`src/cbf_defines.svh`:
```
/*
  Offsets, field positions, reset values and timing figures of the
  breaker failure supervision block. Assumes word addressing on the
  plain register port.
*/
`ifndef CBF_DEFINES_SVH
`define CBF_DEFINES_SVH

// Register word addresses
`define CBF_ADDR_CTRL 6'h00
`define CBF_ADDR_SIG_MASK 6'h01
`define CBF_ADDR_RELAY_MASK 6'h02
`define CBF_ADDR_STATUS 6'h03
`define CBF_ADDR_GROUP_BASE 6'h08
// Group block: four words per setting group
`define CBF_GRP_PHASE_THR 2'h0
`define CBF_GRP_RES_THR 2'h1
`define CBF_GRP_RETRIP_DLY 2'h2
`define CBF_GRP_FAIL_DLY 2'h3

// Control word fields
`define CBF_CTRL_USE_CUR 0
`define CBF_CTRL_USE_RELAY 1
`define CBF_CTRL_USE_SIG 2
`define CBF_CTRL_AND 3
`define CBF_CTRL_RETRIP_EN 4
`define CBF_CTRL_RES_LSB 5
`define CBF_CTRL_OVR_LSB 8

// Reset values: current only, retrip on, residual off, override field normal
`define CBF_CTRL_RESET 32'h0000_0011
`define CBF_PHASE_THR_RESET 12'h014
`define CBF_RES_THR_RESET 16'h04b0
`define CBF_RETRIP_DLY_RESET 19'h00014
`define CBF_FAIL_DLY_RESET 19'h00028

// Hysteresis: release below 97 of 100 parts of threshold
`define CBF_REL_NUM 7'h61
`define CBF_REL_DEN 7'h64

// Timing: program cycle and delay step both 5 ms, clock 100 ns
`define CBF_CYCLE_NS 5000000
`define CBF_CLK_NS 100
`define CBF_CYCLE_CLKS (`CBF_CYCLE_NS / `CBF_CLK_NS)

`endif

```
`src/cbf_pkg.sv`:
```
/*
  Types of the breaker failure supervision block.
  Assumes cbf_defines.svh for all numeric constants.
*/
package cbf_pkg;

  // Reported condition
  typedef enum logic [2:0] {
    CBF_NORMAL, CBF_START, CBF_RETRIP, CBF_FAIL, CBF_BLOCKED
  } cbf_cond_t;

  // Residual current source
  typedef enum logic [1:0] {
    CBF_RES_OFF, CBF_RES_ONE, CBF_RES_TWO, CBF_RES_CALC
  } cbf_res_sel_t;

  // Fundamental magnitudes: phases in 0.01 In, residuals in 0.001 In
  typedef struct packed {
    logic [15:0] phase_a;
    logic [15:0] phase_b;
    logic [15:0] phase_c;
    logic [15:0] residual_input_one;
    logic [15:0] residual_input_two;
    logic [15:0] calculated_residual;
  } cbf_meas_t;

endpackage

```
`src/cbf_pickup.sv`:
```
/*
  One overcurrent pick-up element with fixed release hysteresis.
  Assumes a one-cycle evaluation strobe from the parent.
*/
`timescale 1ns/1ps
`include "cbf_defines.svh"

module cbf_pickup #(
  parameter int W = 16
) (
  input wire logic core_clk,
  input wire logic srst,
  input wire logic tick,
  input wire logic enable,
  input wire logic [W-1:0] magnitude,
  input wire logic [W-1:0] threshold,
  output logic picked
);
  logic picked_reg;
  logic picked_next;
  logic [W+6:0] mag_scaled;
  logic [W+6:0] thr_scaled;

  // Scale both sides so the 97 % release needs no divider
  assign mag_scaled = (W+7)'(magnitude) * (W+7)'(`CBF_REL_DEN);
  assign thr_scaled = (W+7)'(threshold) * (W+7)'(`CBF_REL_NUM);

  // Pick up above threshold, release below 97 % or when disabled
  always_comb begin
    picked_next = picked_reg;
    if (tick) begin
      if (!enable) begin
        picked_next = 1'b0;
      end else if (magnitude > threshold) begin
        picked_next = 1'b1;
      end else if (mag_scaled < thr_scaled) begin
        picked_next = 1'b0;
      end
    end
  end

  always_ff @(posedge core_clk) begin
    if (srst) begin
      picked_reg <= 1'b0;
    end else begin
      picked_reg <= picked_next;
    end
  end

  assign picked = picked_reg;
endmodule // cbf_pickup

```
`src/cbf_supervisor.sv`:
```
/*
  Breaker failure supervision: pick-up from current, relay states and
  binary signals; redundant trip and breaker failure delay timers;
  register port for settings and status.
  Assumes all inputs synchronous to core_clk and a single clock.
*/
// Contract
// - Pick-up from current, relays, signals, combinations
// - Current mode evaluates phases and residual
// - Signal mode accepts any binary signal
// - Relay mode watches chosen relay state
// - Fundamental magnitudes; residual from three sources
// - Residual selector four choices, resets disabled
// - Signal set counts only in signal modes
// - Relay set counts only in relay modes
// - Mode selector combinations, resets current only
// - Override condition when stage forcing enabled
// - Pick-up on any phase or residual
// - Release below 97 percent of threshold
// - Phase threshold 0.01 steps, default 0.20
// - Residual threshold 0.001 steps, default 1.200
// - Group settings switch while running
// - Static selections ignore group change
// - Redundant trip output can be disabled
// - Breaker failure output trips upstream breaker
// - One pick-up starts both timers
// - Redundant trip after delay, default 0.100 s
// - Breaker failure after delay, default 0.200 s
// - Block at pick-up reports blocked, resets
`timescale 1ns/1ps
`include "cbf_defines.svh"

module cbf_supervisor #(
  parameter int NUM_SIG = 16,
  parameter int NUM_RELAY = 8,
  parameter int NUM_GROUPS = 4,
  parameter int DLY_W = 19,
  parameter int CYCLE_CLKS = `CBF_CYCLE_CLKS
) (
  input wire logic core_clk,
  input wire logic srst,
  input wire logic [5:0] reg_addr,
  input wire logic [31:0] reg_wdata,
  input wire logic reg_we,
  input wire logic reg_re,
  output logic [31:0] reg_rdata,
  input wire cbf_pkg::cbf_meas_t meas,
  input wire logic [NUM_SIG-1:0] binary_signals,
  input wire logic [NUM_RELAY-1:0] relay_states,
  input wire logic [$clog2(NUM_GROUPS)-1:0] active_group,
  input wire logic block_in,
  input wire logic stage_forcing_en,
  output logic start_out,
  output logic blocked_out,
  output logic redundant_trip_out,
  output logic breaker_failure_output,
  output cbf_pkg::cbf_cond_t condition
);
  import cbf_pkg::*;

  localparam int GW = $clog2(NUM_GROUPS);
  localparam int CW = $clog2(CYCLE_CLKS);

  // Static settings
  logic [31:0] ctrl_reg;
  logic [31:0] ctrl_next;
  logic [NUM_SIG-1:0] sig_mask_reg;
  logic [NUM_SIG-1:0] sig_mask_next;
  logic [NUM_RELAY-1:0] relay_mask_reg;
  logic [NUM_RELAY-1:0] relay_mask_next;
  // Group-dependent settings, one row per setting group
  logic [11:0] phase_thr_reg [NUM_GROUPS];
  logic [11:0] phase_thr_next [NUM_GROUPS];
  logic [15:0] res_thr_reg [NUM_GROUPS];
  logic [15:0] res_thr_next [NUM_GROUPS];
  logic [DLY_W-1:0] rt_dly_reg [NUM_GROUPS];
  logic [DLY_W-1:0] rt_dly_next [NUM_GROUPS];
  logic [DLY_W-1:0] bf_dly_reg [NUM_GROUPS];
  logic [DLY_W-1:0] bf_dly_next [NUM_GROUPS];
  logic [31:0] rdata_reg;
  logic [31:0] rdata_next;

  // Evaluation state
  logic [CW-1:0] div_reg;
  logic [CW-1:0] div_next;
  logic tick_reg;
  logic tick_next;
  logic [DLY_W-1:0] rt_cnt_reg;
  logic [DLY_W-1:0] rt_cnt_next;
  logic [DLY_W-1:0] bf_cnt_reg;
  logic [DLY_W-1:0] bf_cnt_next;
  cbf_cond_t cond_reg;
  cbf_cond_t cond_next;
  cbf_cond_t shown_reg;
  cbf_cond_t shown_next;
  logic start_reg;
  logic start_next;
  logic blocked_reg;
  logic blocked_next;
  logic retrip_reg;
  logic retrip_next;
  logic fail_reg;
  logic fail_next;

  // Decoded settings and pick-up terms
  cbf_res_sel_t res_sel;
  cbf_cond_t override_cond;
  logic use_cur;
  logic use_relay;
  logic use_sig;
  logic and_mode;
  logic retrip_en;
  logic [15:0] res_mag;
  logic [15:0] phase_mag [3];
  logic [3:0] cur_picked;
  logic cur_pick;
  logic relay_pick;
  logic sig_pick;
  logic pickup;
  logic [GW-1:0] wgrp;
  logic grp_hit;

  // mode fields, current only at reset
  assign use_cur = ctrl_reg[`CBF_CTRL_USE_CUR];
  assign use_relay = ctrl_reg[`CBF_CTRL_USE_RELAY];
  assign use_sig = ctrl_reg[`CBF_CTRL_USE_SIG];
  assign and_mode = ctrl_reg[`CBF_CTRL_AND];
  assign retrip_en = ctrl_reg[`CBF_CTRL_RETRIP_EN];
  assign res_sel = cbf_res_sel_t'(ctrl_reg[`CBF_CTRL_RES_LSB +: 2]);
  assign override_cond = cbf_cond_t'(ctrl_reg[`CBF_CTRL_OVR_LSB +: 3]);
  assign wgrp = GW'((reg_addr - `CBF_ADDR_GROUP_BASE) >> 2);
  assign grp_hit = (reg_addr >= `CBF_ADDR_GROUP_BASE) &&
    (reg_addr < 6'(`CBF_ADDR_GROUP_BASE + 4 * NUM_GROUPS));

  // Register writes; static words are not part of any group
  always_comb begin
    ctrl_next = ctrl_reg;
    sig_mask_next = sig_mask_reg;
    relay_mask_next = relay_mask_reg;
    phase_thr_next = phase_thr_reg;
    res_thr_next = res_thr_reg;
    rt_dly_next = rt_dly_reg;
    bf_dly_next = bf_dly_reg;
    if (reg_we) begin
      if (reg_addr == `CBF_ADDR_CTRL) begin
        ctrl_next = reg_wdata & 32'h0000_077f;
      end
      if (reg_addr == `CBF_ADDR_SIG_MASK) begin
        sig_mask_next = reg_wdata[NUM_SIG-1:0];
      end
      if (reg_addr == `CBF_ADDR_RELAY_MASK) begin
        relay_mask_next = reg_wdata[NUM_RELAY-1:0];
      end
      if (grp_hit) begin
        unique case (reg_addr[1:0])
          `CBF_GRP_PHASE_THR: phase_thr_next[wgrp] = reg_wdata[11:0];
          `CBF_GRP_RES_THR: res_thr_next[wgrp] = reg_wdata[15:0];
          `CBF_GRP_RETRIP_DLY: rt_dly_next[wgrp] = reg_wdata[DLY_W-1:0];
          `CBF_GRP_FAIL_DLY: bf_dly_next[wgrp] = reg_wdata[DLY_W-1:0];
        endcase
      end
    end
  end

  // Read data stands in the cycle after the strobe only
  always_comb begin
    rdata_next = 32'h0000_0000;
    if (reg_re) begin
      if (reg_addr == `CBF_ADDR_CTRL) begin
        rdata_next = ctrl_reg;
      end else if (reg_addr == `CBF_ADDR_SIG_MASK) begin
        rdata_next = 32'(sig_mask_reg);
      end else if (reg_addr == `CBF_ADDR_RELAY_MASK) begin
        rdata_next = 32'(relay_mask_reg);
      end else if (reg_addr == `CBF_ADDR_STATUS) begin
        rdata_next = {22'h0, cur_picked, pickup, retrip_en, cond_reg, shown_reg != cond_reg};
      end else if (grp_hit) begin
        unique case (reg_addr[1:0])
          `CBF_GRP_PHASE_THR: rdata_next = 32'(phase_thr_reg[wgrp]);
          `CBF_GRP_RES_THR: rdata_next = 32'(res_thr_reg[wgrp]);
          `CBF_GRP_RETRIP_DLY: rdata_next = 32'(rt_dly_reg[wgrp]);
          `CBF_GRP_FAIL_DLY: rdata_next = 32'(bf_dly_reg[wgrp]);
        endcase
      end
    end
  end

  always_ff @(posedge core_clk) begin
    if (srst) begin
      ctrl_reg <= `CBF_CTRL_RESET;
      sig_mask_reg <= '0;
      relay_mask_reg <= '0;
      rdata_reg <= 32'h0000_0000;
      for (int g = 0; g < NUM_GROUPS; g++) begin
        phase_thr_reg[g] <= `CBF_PHASE_THR_RESET;
        res_thr_reg[g] <= `CBF_RES_THR_RESET;
        rt_dly_reg[g] <= `CBF_RETRIP_DLY_RESET;
        bf_dly_reg[g] <= `CBF_FAIL_DLY_RESET;
      end
    end else begin
      ctrl_reg <= ctrl_next;
      sig_mask_reg <= sig_mask_next;
      relay_mask_reg <= relay_mask_next;
      rdata_reg <= rdata_next;
      phase_thr_reg <= phase_thr_next;
      res_thr_reg <= res_thr_next;
      rt_dly_reg <= rt_dly_next;
      bf_dly_reg <= bf_dly_next;
    end
  end

  // choose residual among three fundamental magnitudes
  always_comb begin
    unique case (res_sel)
      CBF_RES_OFF: res_mag = 16'h0000;
      CBF_RES_ONE: res_mag = meas.residual_input_one;
      CBF_RES_TWO: res_mag = meas.residual_input_two;
      CBF_RES_CALC: res_mag = meas.calculated_residual;
    endcase
  end

  assign phase_mag[0] = meas.phase_a;
  assign phase_mag[1] = meas.phase_b;
  assign phase_mag[2] = meas.phase_c;

  // one element per phase, common threshold
  for (genvar p = 0; p < 3; p++) begin : g_phase
    cbf_pickup #(.W(16)) u_pick (
      .core_clk(core_clk),
      .srst(srst),
      .tick(tick_reg),
      .enable(use_cur),
      .magnitude(phase_mag[p]),
      .threshold(16'(phase_thr_reg[active_group])),
      .picked(cur_picked[p])
    );
  end

  cbf_pickup #(.W(16)) u_res_pick (
    .core_clk(core_clk),
    .srst(srst),
    .tick(tick_reg),
    .enable(use_cur && res_sel != CBF_RES_OFF),
    .magnitude(res_mag),
    .threshold(res_thr_reg[active_group]),
    .picked(cur_picked[3])
  );

  assign cur_pick = |cur_picked;
  assign sig_pick = use_sig && |(binary_signals & sig_mask_reg);
  assign relay_pick = use_relay && |(relay_states & relay_mask_reg);

  // combine enabled kinds by AND or OR
  always_comb begin
    if (!(use_cur || use_sig || use_relay)) begin
      pickup = 1'b0;
    end else if (and_mode) begin
      pickup = (cur_pick || !use_cur) && (sig_pick || !use_sig) &&
        (relay_pick || !use_relay);
    end else begin
      pickup = cur_pick || sig_pick || relay_pick;
    end
  end

  always_comb begin
    tick_next = 1'b0;
    div_next = div_reg + CW'(1);
    if (div_reg == CW'(CYCLE_CLKS - 1)) begin
      div_next = '0;
      tick_next = 1'b1;
    end
  end

  // Timers and condition, advanced once per program cycle
  always_comb begin
    rt_cnt_next = rt_cnt_reg;
    bf_cnt_next = bf_cnt_reg;
    cond_next = cond_reg;
    if (tick_reg) begin
      if (!pickup) begin
        rt_cnt_next = '0;
        bf_cnt_next = '0;
        cond_next = CBF_NORMAL;
      end else if (block_in) begin
        rt_cnt_next = '0;
        bf_cnt_next = '0;
        cond_next = CBF_BLOCKED;
      end else begin
        if (rt_cnt_reg < rt_dly_reg[active_group]) begin
          rt_cnt_next = rt_cnt_reg + DLY_W'(1);
        end
        if (bf_cnt_reg < bf_dly_reg[active_group]) begin
          bf_cnt_next = bf_cnt_reg + DLY_W'(1);
        end
        if (bf_cnt_next >= bf_dly_reg[active_group]) begin
          cond_next = CBF_FAIL;
        end else if (rt_cnt_next >= rt_dly_reg[active_group]) begin
          cond_next = CBF_RETRIP;
        end else begin
          cond_next = CBF_START;
        end
      end
    end
  end

  // Shown condition and outputs; forcing bypasses the timers
  always_comb begin
    shown_next = cond_next;
    if (stage_forcing_en && override_cond <= CBF_BLOCKED) begin
      shown_next = override_cond;
    end
    start_next = shown_next != CBF_NORMAL && shown_next != CBF_BLOCKED;
    blocked_next = shown_next == CBF_BLOCKED;
    fail_next = shown_next == CBF_FAIL;
    retrip_next = retrip_en && (shown_next == CBF_RETRIP || shown_next == CBF_FAIL);
  end

  always_ff @(posedge core_clk) begin
    if (srst) begin
      div_reg <= '0;
      tick_reg <= 1'b0;
      rt_cnt_reg <= '0;
      bf_cnt_reg <= '0;
      cond_reg <= CBF_NORMAL;
      shown_reg <= CBF_NORMAL;
      start_reg <= 1'b0;
      blocked_reg <= 1'b0;
      retrip_reg <= 1'b0;
      fail_reg <= 1'b0;
    end else begin
      div_reg <= div_next;
      tick_reg <= tick_next;
      rt_cnt_reg <= rt_cnt_next;
      bf_cnt_reg <= bf_cnt_next;
      cond_reg <= cond_next;
      shown_reg <= shown_next;
      start_reg <= start_next;
      blocked_reg <= blocked_next;
      retrip_reg <= retrip_next;
      fail_reg <= fail_next;
    end
  end

  assign reg_rdata = rdata_reg;
  assign condition = shown_reg;
  assign start_out = start_reg;
  assign blocked_out = blocked_reg;
  assign redundant_trip_out = retrip_reg;
  assign breaker_failure_output = fail_reg;
endmodule // cbf_supervisor

```
`config.mk`:
```
export PLATFORM = sky130hd
export DESIGN_NAME = cbf_supervisor
export DESIGN_NICKNAME = d
export VERILOG_FILES = /design/src/cbf_pkg.sv /design/src/cbf_pickup.sv /design/src/cbf_supervisor.sv
export VERILOG_INCLUDE_DIRS = /design/src
export SDC_FILE = /design/constraint.sdc
export NUM_CORES = 2
export LEC_CHECK = 0
export BUFFER_PORTS_ARGS = -buffer_cell sky130_fd_sc_hd__buf_2
export CAP_MARGIN = 0
export CELL_PAD_IN_SITES_DETAIL_PLACEMENT = 1
export CELL_PAD_IN_SITES_GLOBAL_PLACEMENT = 1
export CORE_ASPECT_RATIO = 0.8
export CORE_MARGIN = 3
export CORE_UTILIZATION = 35
export CTS_BUF_LIST = sky130_fd_sc_hd__clkbuf_8
export CTS_CLUSTER_DIAMETER = 60
export DETAILED_ROUTE_END_ITERATION = 16
export GPL_TIMING_DRIVEN = 0
export HOLD_SLACK_MARGIN = 0.05
export PLACE_DENSITY = 0.7
export SLEW_MARGIN = 20
export SYNTH_ARGS = -nofsm -noshare
export SYNTH_HDL_FRONTEND = slang
export SYNTH_SLANG_ARGS = --single-unit
```
`constraint.sdc`:
```
create_clock -name core_clk -period 8.5 [get_ports core_clk]
set_input_delay 1.7 -clock core_clk [delete_from_list [all_inputs] [get_ports core_clk]]
set_output_delay 1.7 -clock core_clk [all_outputs]
set_load 0.01 [all_outputs]
```
==> flow_summary.yaml <==
run_status:
  status: "finished, final reports clean"
setup_path:
  worstPathRequired_ns: 9.03
  regToRegStartpoint: "ctrl_reg[6]$_SDFFE_PP0P_"
  critPathMaxFanout: 12
  crit_arrival_ns: 8.81
  endpoint_kind: "flip-flop"
  r2r_slack_ns: 1.30
  crit_buf_inv: 5
  worstRegToRegCells: 28
  worstPathCellList: "buf_2 -> clkdlybuf4s15_1 -> buf_1 -> mux4_2 -> inv_1 -> ha_1 -> a21o_1 -> a21o_1 -> a211o_1 -> a211oi_2 -> nor3_2 -> nor4b_1 -> buf_2 -> nand3_1 -> xnor2_1 -> ha_1 -> a21o_1 -> a21oi_1 -> o21ai_0 -> a21o_1 -> a211oi_1 -> a21oi_1 -> a2bb2oi_1 -> a211oi_1"
  worst_path_dominant_cell_family: "compound AO/OA/AOI/OAI gates"
  crit_path_start_kind: "input pin"
  cp_common_cell: "a21o_1"
  crit_type: "in2reg"
  rr_endpoint: "u_res_pick.picked$_SDFFE_PP0P_"
  slowest_stage: "clkdlybuf4s15_1"
  max_stage_delay_ns: 0.79
yosys:
  synth_cells: 3806
  yosysWarningCount: 0
  async_reset_ff_share_pct: 0
  synth-seq-area-share_pct: 23.8
  synth.distinct_cells: 75
  synthFlopType: "dfxtp_1"
  synth-edff-count: 0
  synthesis.area_um2: 32500
  avgSynthCellArea_um2: 8.53
  ys_ff_latch: 386
timing:
  fmax_mhz: 121
  finalSetupViolCount: 0
  rsz0062_at_grt: "false"
  post-route-period-util_pct: 97.4
  worstMarginPinSlew_ns: 1.17
  fin_tns_setup_ns: 0
  timing.hold.ws_ns: 0.449
  fin_skew_ns: 0.0415
  period_minus_slack_ns: 8.28
  relSlewSlack_pct: 22.2
  slew_viol_final: 0
  hold_viol_final: 0
floorplan:
  start_util_pct: 35.5
  core_area_um2: 91500
  die_y_um: 278
  die_w_um: 347
  ioPinCount: 205
  die_area_um2: 96500
  rows: 99
cts:
  numCtsBuffers: 69
  cts_tree: "done"
  clock_sinks: 386
  cts_buffer_depth: 3
  cts-root-buf: "clkbuf_8"
  ctsHtreeMaxLevel: 3
  clk_pin_slew_ns: 0.06
  postCtsHoldBufs: 0
  clkLatencyLatePin_ns: 0.68
cells_and_area:
  final_nets: 4815
  syn2layout_area_growth_pct: 11.9
  fin_cells: 5317
  drive_above_1_share_pct: 11.9
  postLayoutCellArea_um2: 36400
detailed_routing:
  wl_per_cell_um: 23.5
  wl_met3_um: 11400
  antenna_left: 0
  met2_length_um: 52800
  dr_total_vias: 29900
  drtIter0Drc: 2401
  routed_via_density: 5.63
  drtPass1Iterations: 6
  drt-total-wl_um: 125000
  highest_layer: "met4"
  met1_length_um: 57200
  drc: 0
global_routing:
  first_global_vias: 30200
  grt_pass1_wl_um: 187000
  gr-total-overflow: 0
  antenna_found_initial: 7
  grt_max_degree: 13
  grtUsageTotal_pct: 25.3
placed_design:
  place_hpwl_um: 98600
  dp_cells: 5191
  placed_area_um2: 34900
  io_buffers: 160
  routabilityCongestion: 0.986
run:
  maxCapViolations: 0
hold_path:
  hold_class: "reg2reg"
  hold_start: "div_reg[0]$_SDFF_PP0_"
  hold-path-endpoint: "div_reg[0]$_SDFF_PP0_"
  hold_depth: 1
power:
  ir_worst_vdd_v: 0.000104
  power.density_nw_per_um2: 136
  leakage_nw: 16.1
## area by class of cell
type                    count  area, um^2
diodes                      6        15.0
fillers                 11000       55200
well taps                1212        1520
inverters                 356        1340
plain buffers             184         791
clock inverters            32         173
multi-input cells        2891       22800
flip-flops and latches    386        7730
clock buffers              88        1210
repair buffers            162         820
## cells by family (layout without fill, tap and decap cells)
group                      count (synthesis)  count (layout)  share of synthesized area [%]
adders and majority gates                599             599                           24.4
buffers and inverters                    541             822                           6.47
and+or+nand+nor                         1186            1186                           16.0
DFF                                      386             386                           23.8
xor gates and xnor gates                 134             134                           3.61
AOI/OAI and AO/OA                        784             784                           14.7
other                                      1              19                         0.0115
muxes                                    175             175                           11.0
## cell usage after synthesis, types with 19 or more instances
cell type | number | area [um^2]
nand2_1 | 717 | 2690
ha_1 | 543 | 6790
dfxtp_1 | 386 | 7730
a21oi_1 | 377 | 1890
inv_1 | 356 | 1340
nor2_1 | 162 | 608
mux4_2 | 144 | 3240
clkbuf_1 | 130 | 488
o21ai_0 | 118 | 591
xnor2_1 | 85 | 744
nand3_1 | 63 | 315
a21o_1 | 60 | 450
fa_1 | 56 | 1120
xor2_1 | 49 | 429
nand3b_1 | 44 | 330
nand4_1 | 37 | 231
nor2b_1 | 37 | 231
nor3_1 | 36 | 180
a31oi_1 | 27 | 169
buf_1 | 25 | 93.8
a22oi_1 | 21 | 158
and3_1 | 21 | 131
a22o_1 | 20 | 175
mux2_2 | 20 | 225
o21a_1 | 20 | 150
o31ai_1 | 20 | 150
nand2b_1 | 19 | 119
## routing by layer
metal | GRT usage [%] | vias to the layer above
li1 | - | 13800
met1 | 36.0 | 14800
met2 | 38.1 | 1098
met3 | 6.30 | 190
met4 | 6.60 | 0
met5 | 0 | -
## per-stage QoR
stage	utilization, %	worst slack (ns)	total power, mW
finish	39.7	0.218	4.96
global route	39.7	0.0106	5.22
CTS	39.6	0.0903	4.96
detailed placement	38.1	-1.54	3.15
global placement	38.1	-1.49	3.11
floorplan	-	0.618	2.77
## how the worst max path moves through the flow
stage          cells after the start            start                                     to
4_1_cts                           26  active_group[0]  g_phase[0].u_pick.picked$_SDFFE_PP0P_
6_report                          24  active_group[1]      breaker_failure_output$_SDFF_PP0_
3_3_place_gp                      26  active_group[0]  g_phase[0].u_pick.picked$_SDFFE_PP0P_
3_5_place_dp                      26  active_group[1]  g_phase[0].u_pick.picked$_SDFFE_PP0P_
5_1_grt                           24  active_group[1]      breaker_failure_output$_SDFF_PP0_
2_1_floorplan                     25  active_group[0]  g_phase[0].u_pick.picked$_SDFFE_PP0P_
## where the power goes
| group | switching, mW | internal [mW] |
|---|---|---|
| clock | 0.871 | 0.959 |
| sequential | 0.0100 | 1.82 |
| combinational | 0.769 | 0.530 |
| total | 1.65 | 3.31 |
## cells in the final DEF, fill, tap and decap left out, types with 8 or more instances in the layout
| cell type | instances |
|---|---|
| buf_4 | 16 |
| ha_1 | 543 |
| xnor2_1 | 83 |
| o21a_1 | 20 |
| and3_1 | 21 |
| fa_1 | 56 |
| conb_1 | 13 |
| xor2_1 | 48 |
| nand4_1 | 37 |
| a21o_1 | 60 |
| a211oi_1 | 14 |
| buf_2 | 178 |
| clkbuf_1 | 127 |
| a21oi_1 | 377 |
| o21bai_1 | 9 |
| nand3b_1 | 44 |
| nand3_1 | 63 |
| mux4_2 | 144 |
| nand2_1 | 717 |
| a211o_1 | 10 |
| mux2i_1 | 11 |
| a22o_1 | 20 |
| buf_1 | 16 |
| nor2_1 | 161 |
| nand2b_1 | 19 |
| dfxtp_1 | 386 |
| a31oi_1 | 27 |
| nor3_1 | 34 |
| and2_1 | 12 |
| clkbuf_8 | 88 |
| inv_1 | 375 |
| a22oi_1 | 21 |
| clkinv_2 | 8 |
| o2111ai_1 | 10 |
| mux2_2 | 20 |
| o31ai_1 | 20 |
| nor2b_1 | 37 |
| o21ai_0 | 118 |
## timing repair
| action | in CTS | in global routing |
|---|---|---|
| setup buffers | 0 | 0 |
| setup endpoints to repair | 4 | 6 |
| cloned | 0 | 0 |
| gates resized for setup | 10 | 9 |
Note: power is estimated with default switching activity, not from simulation.
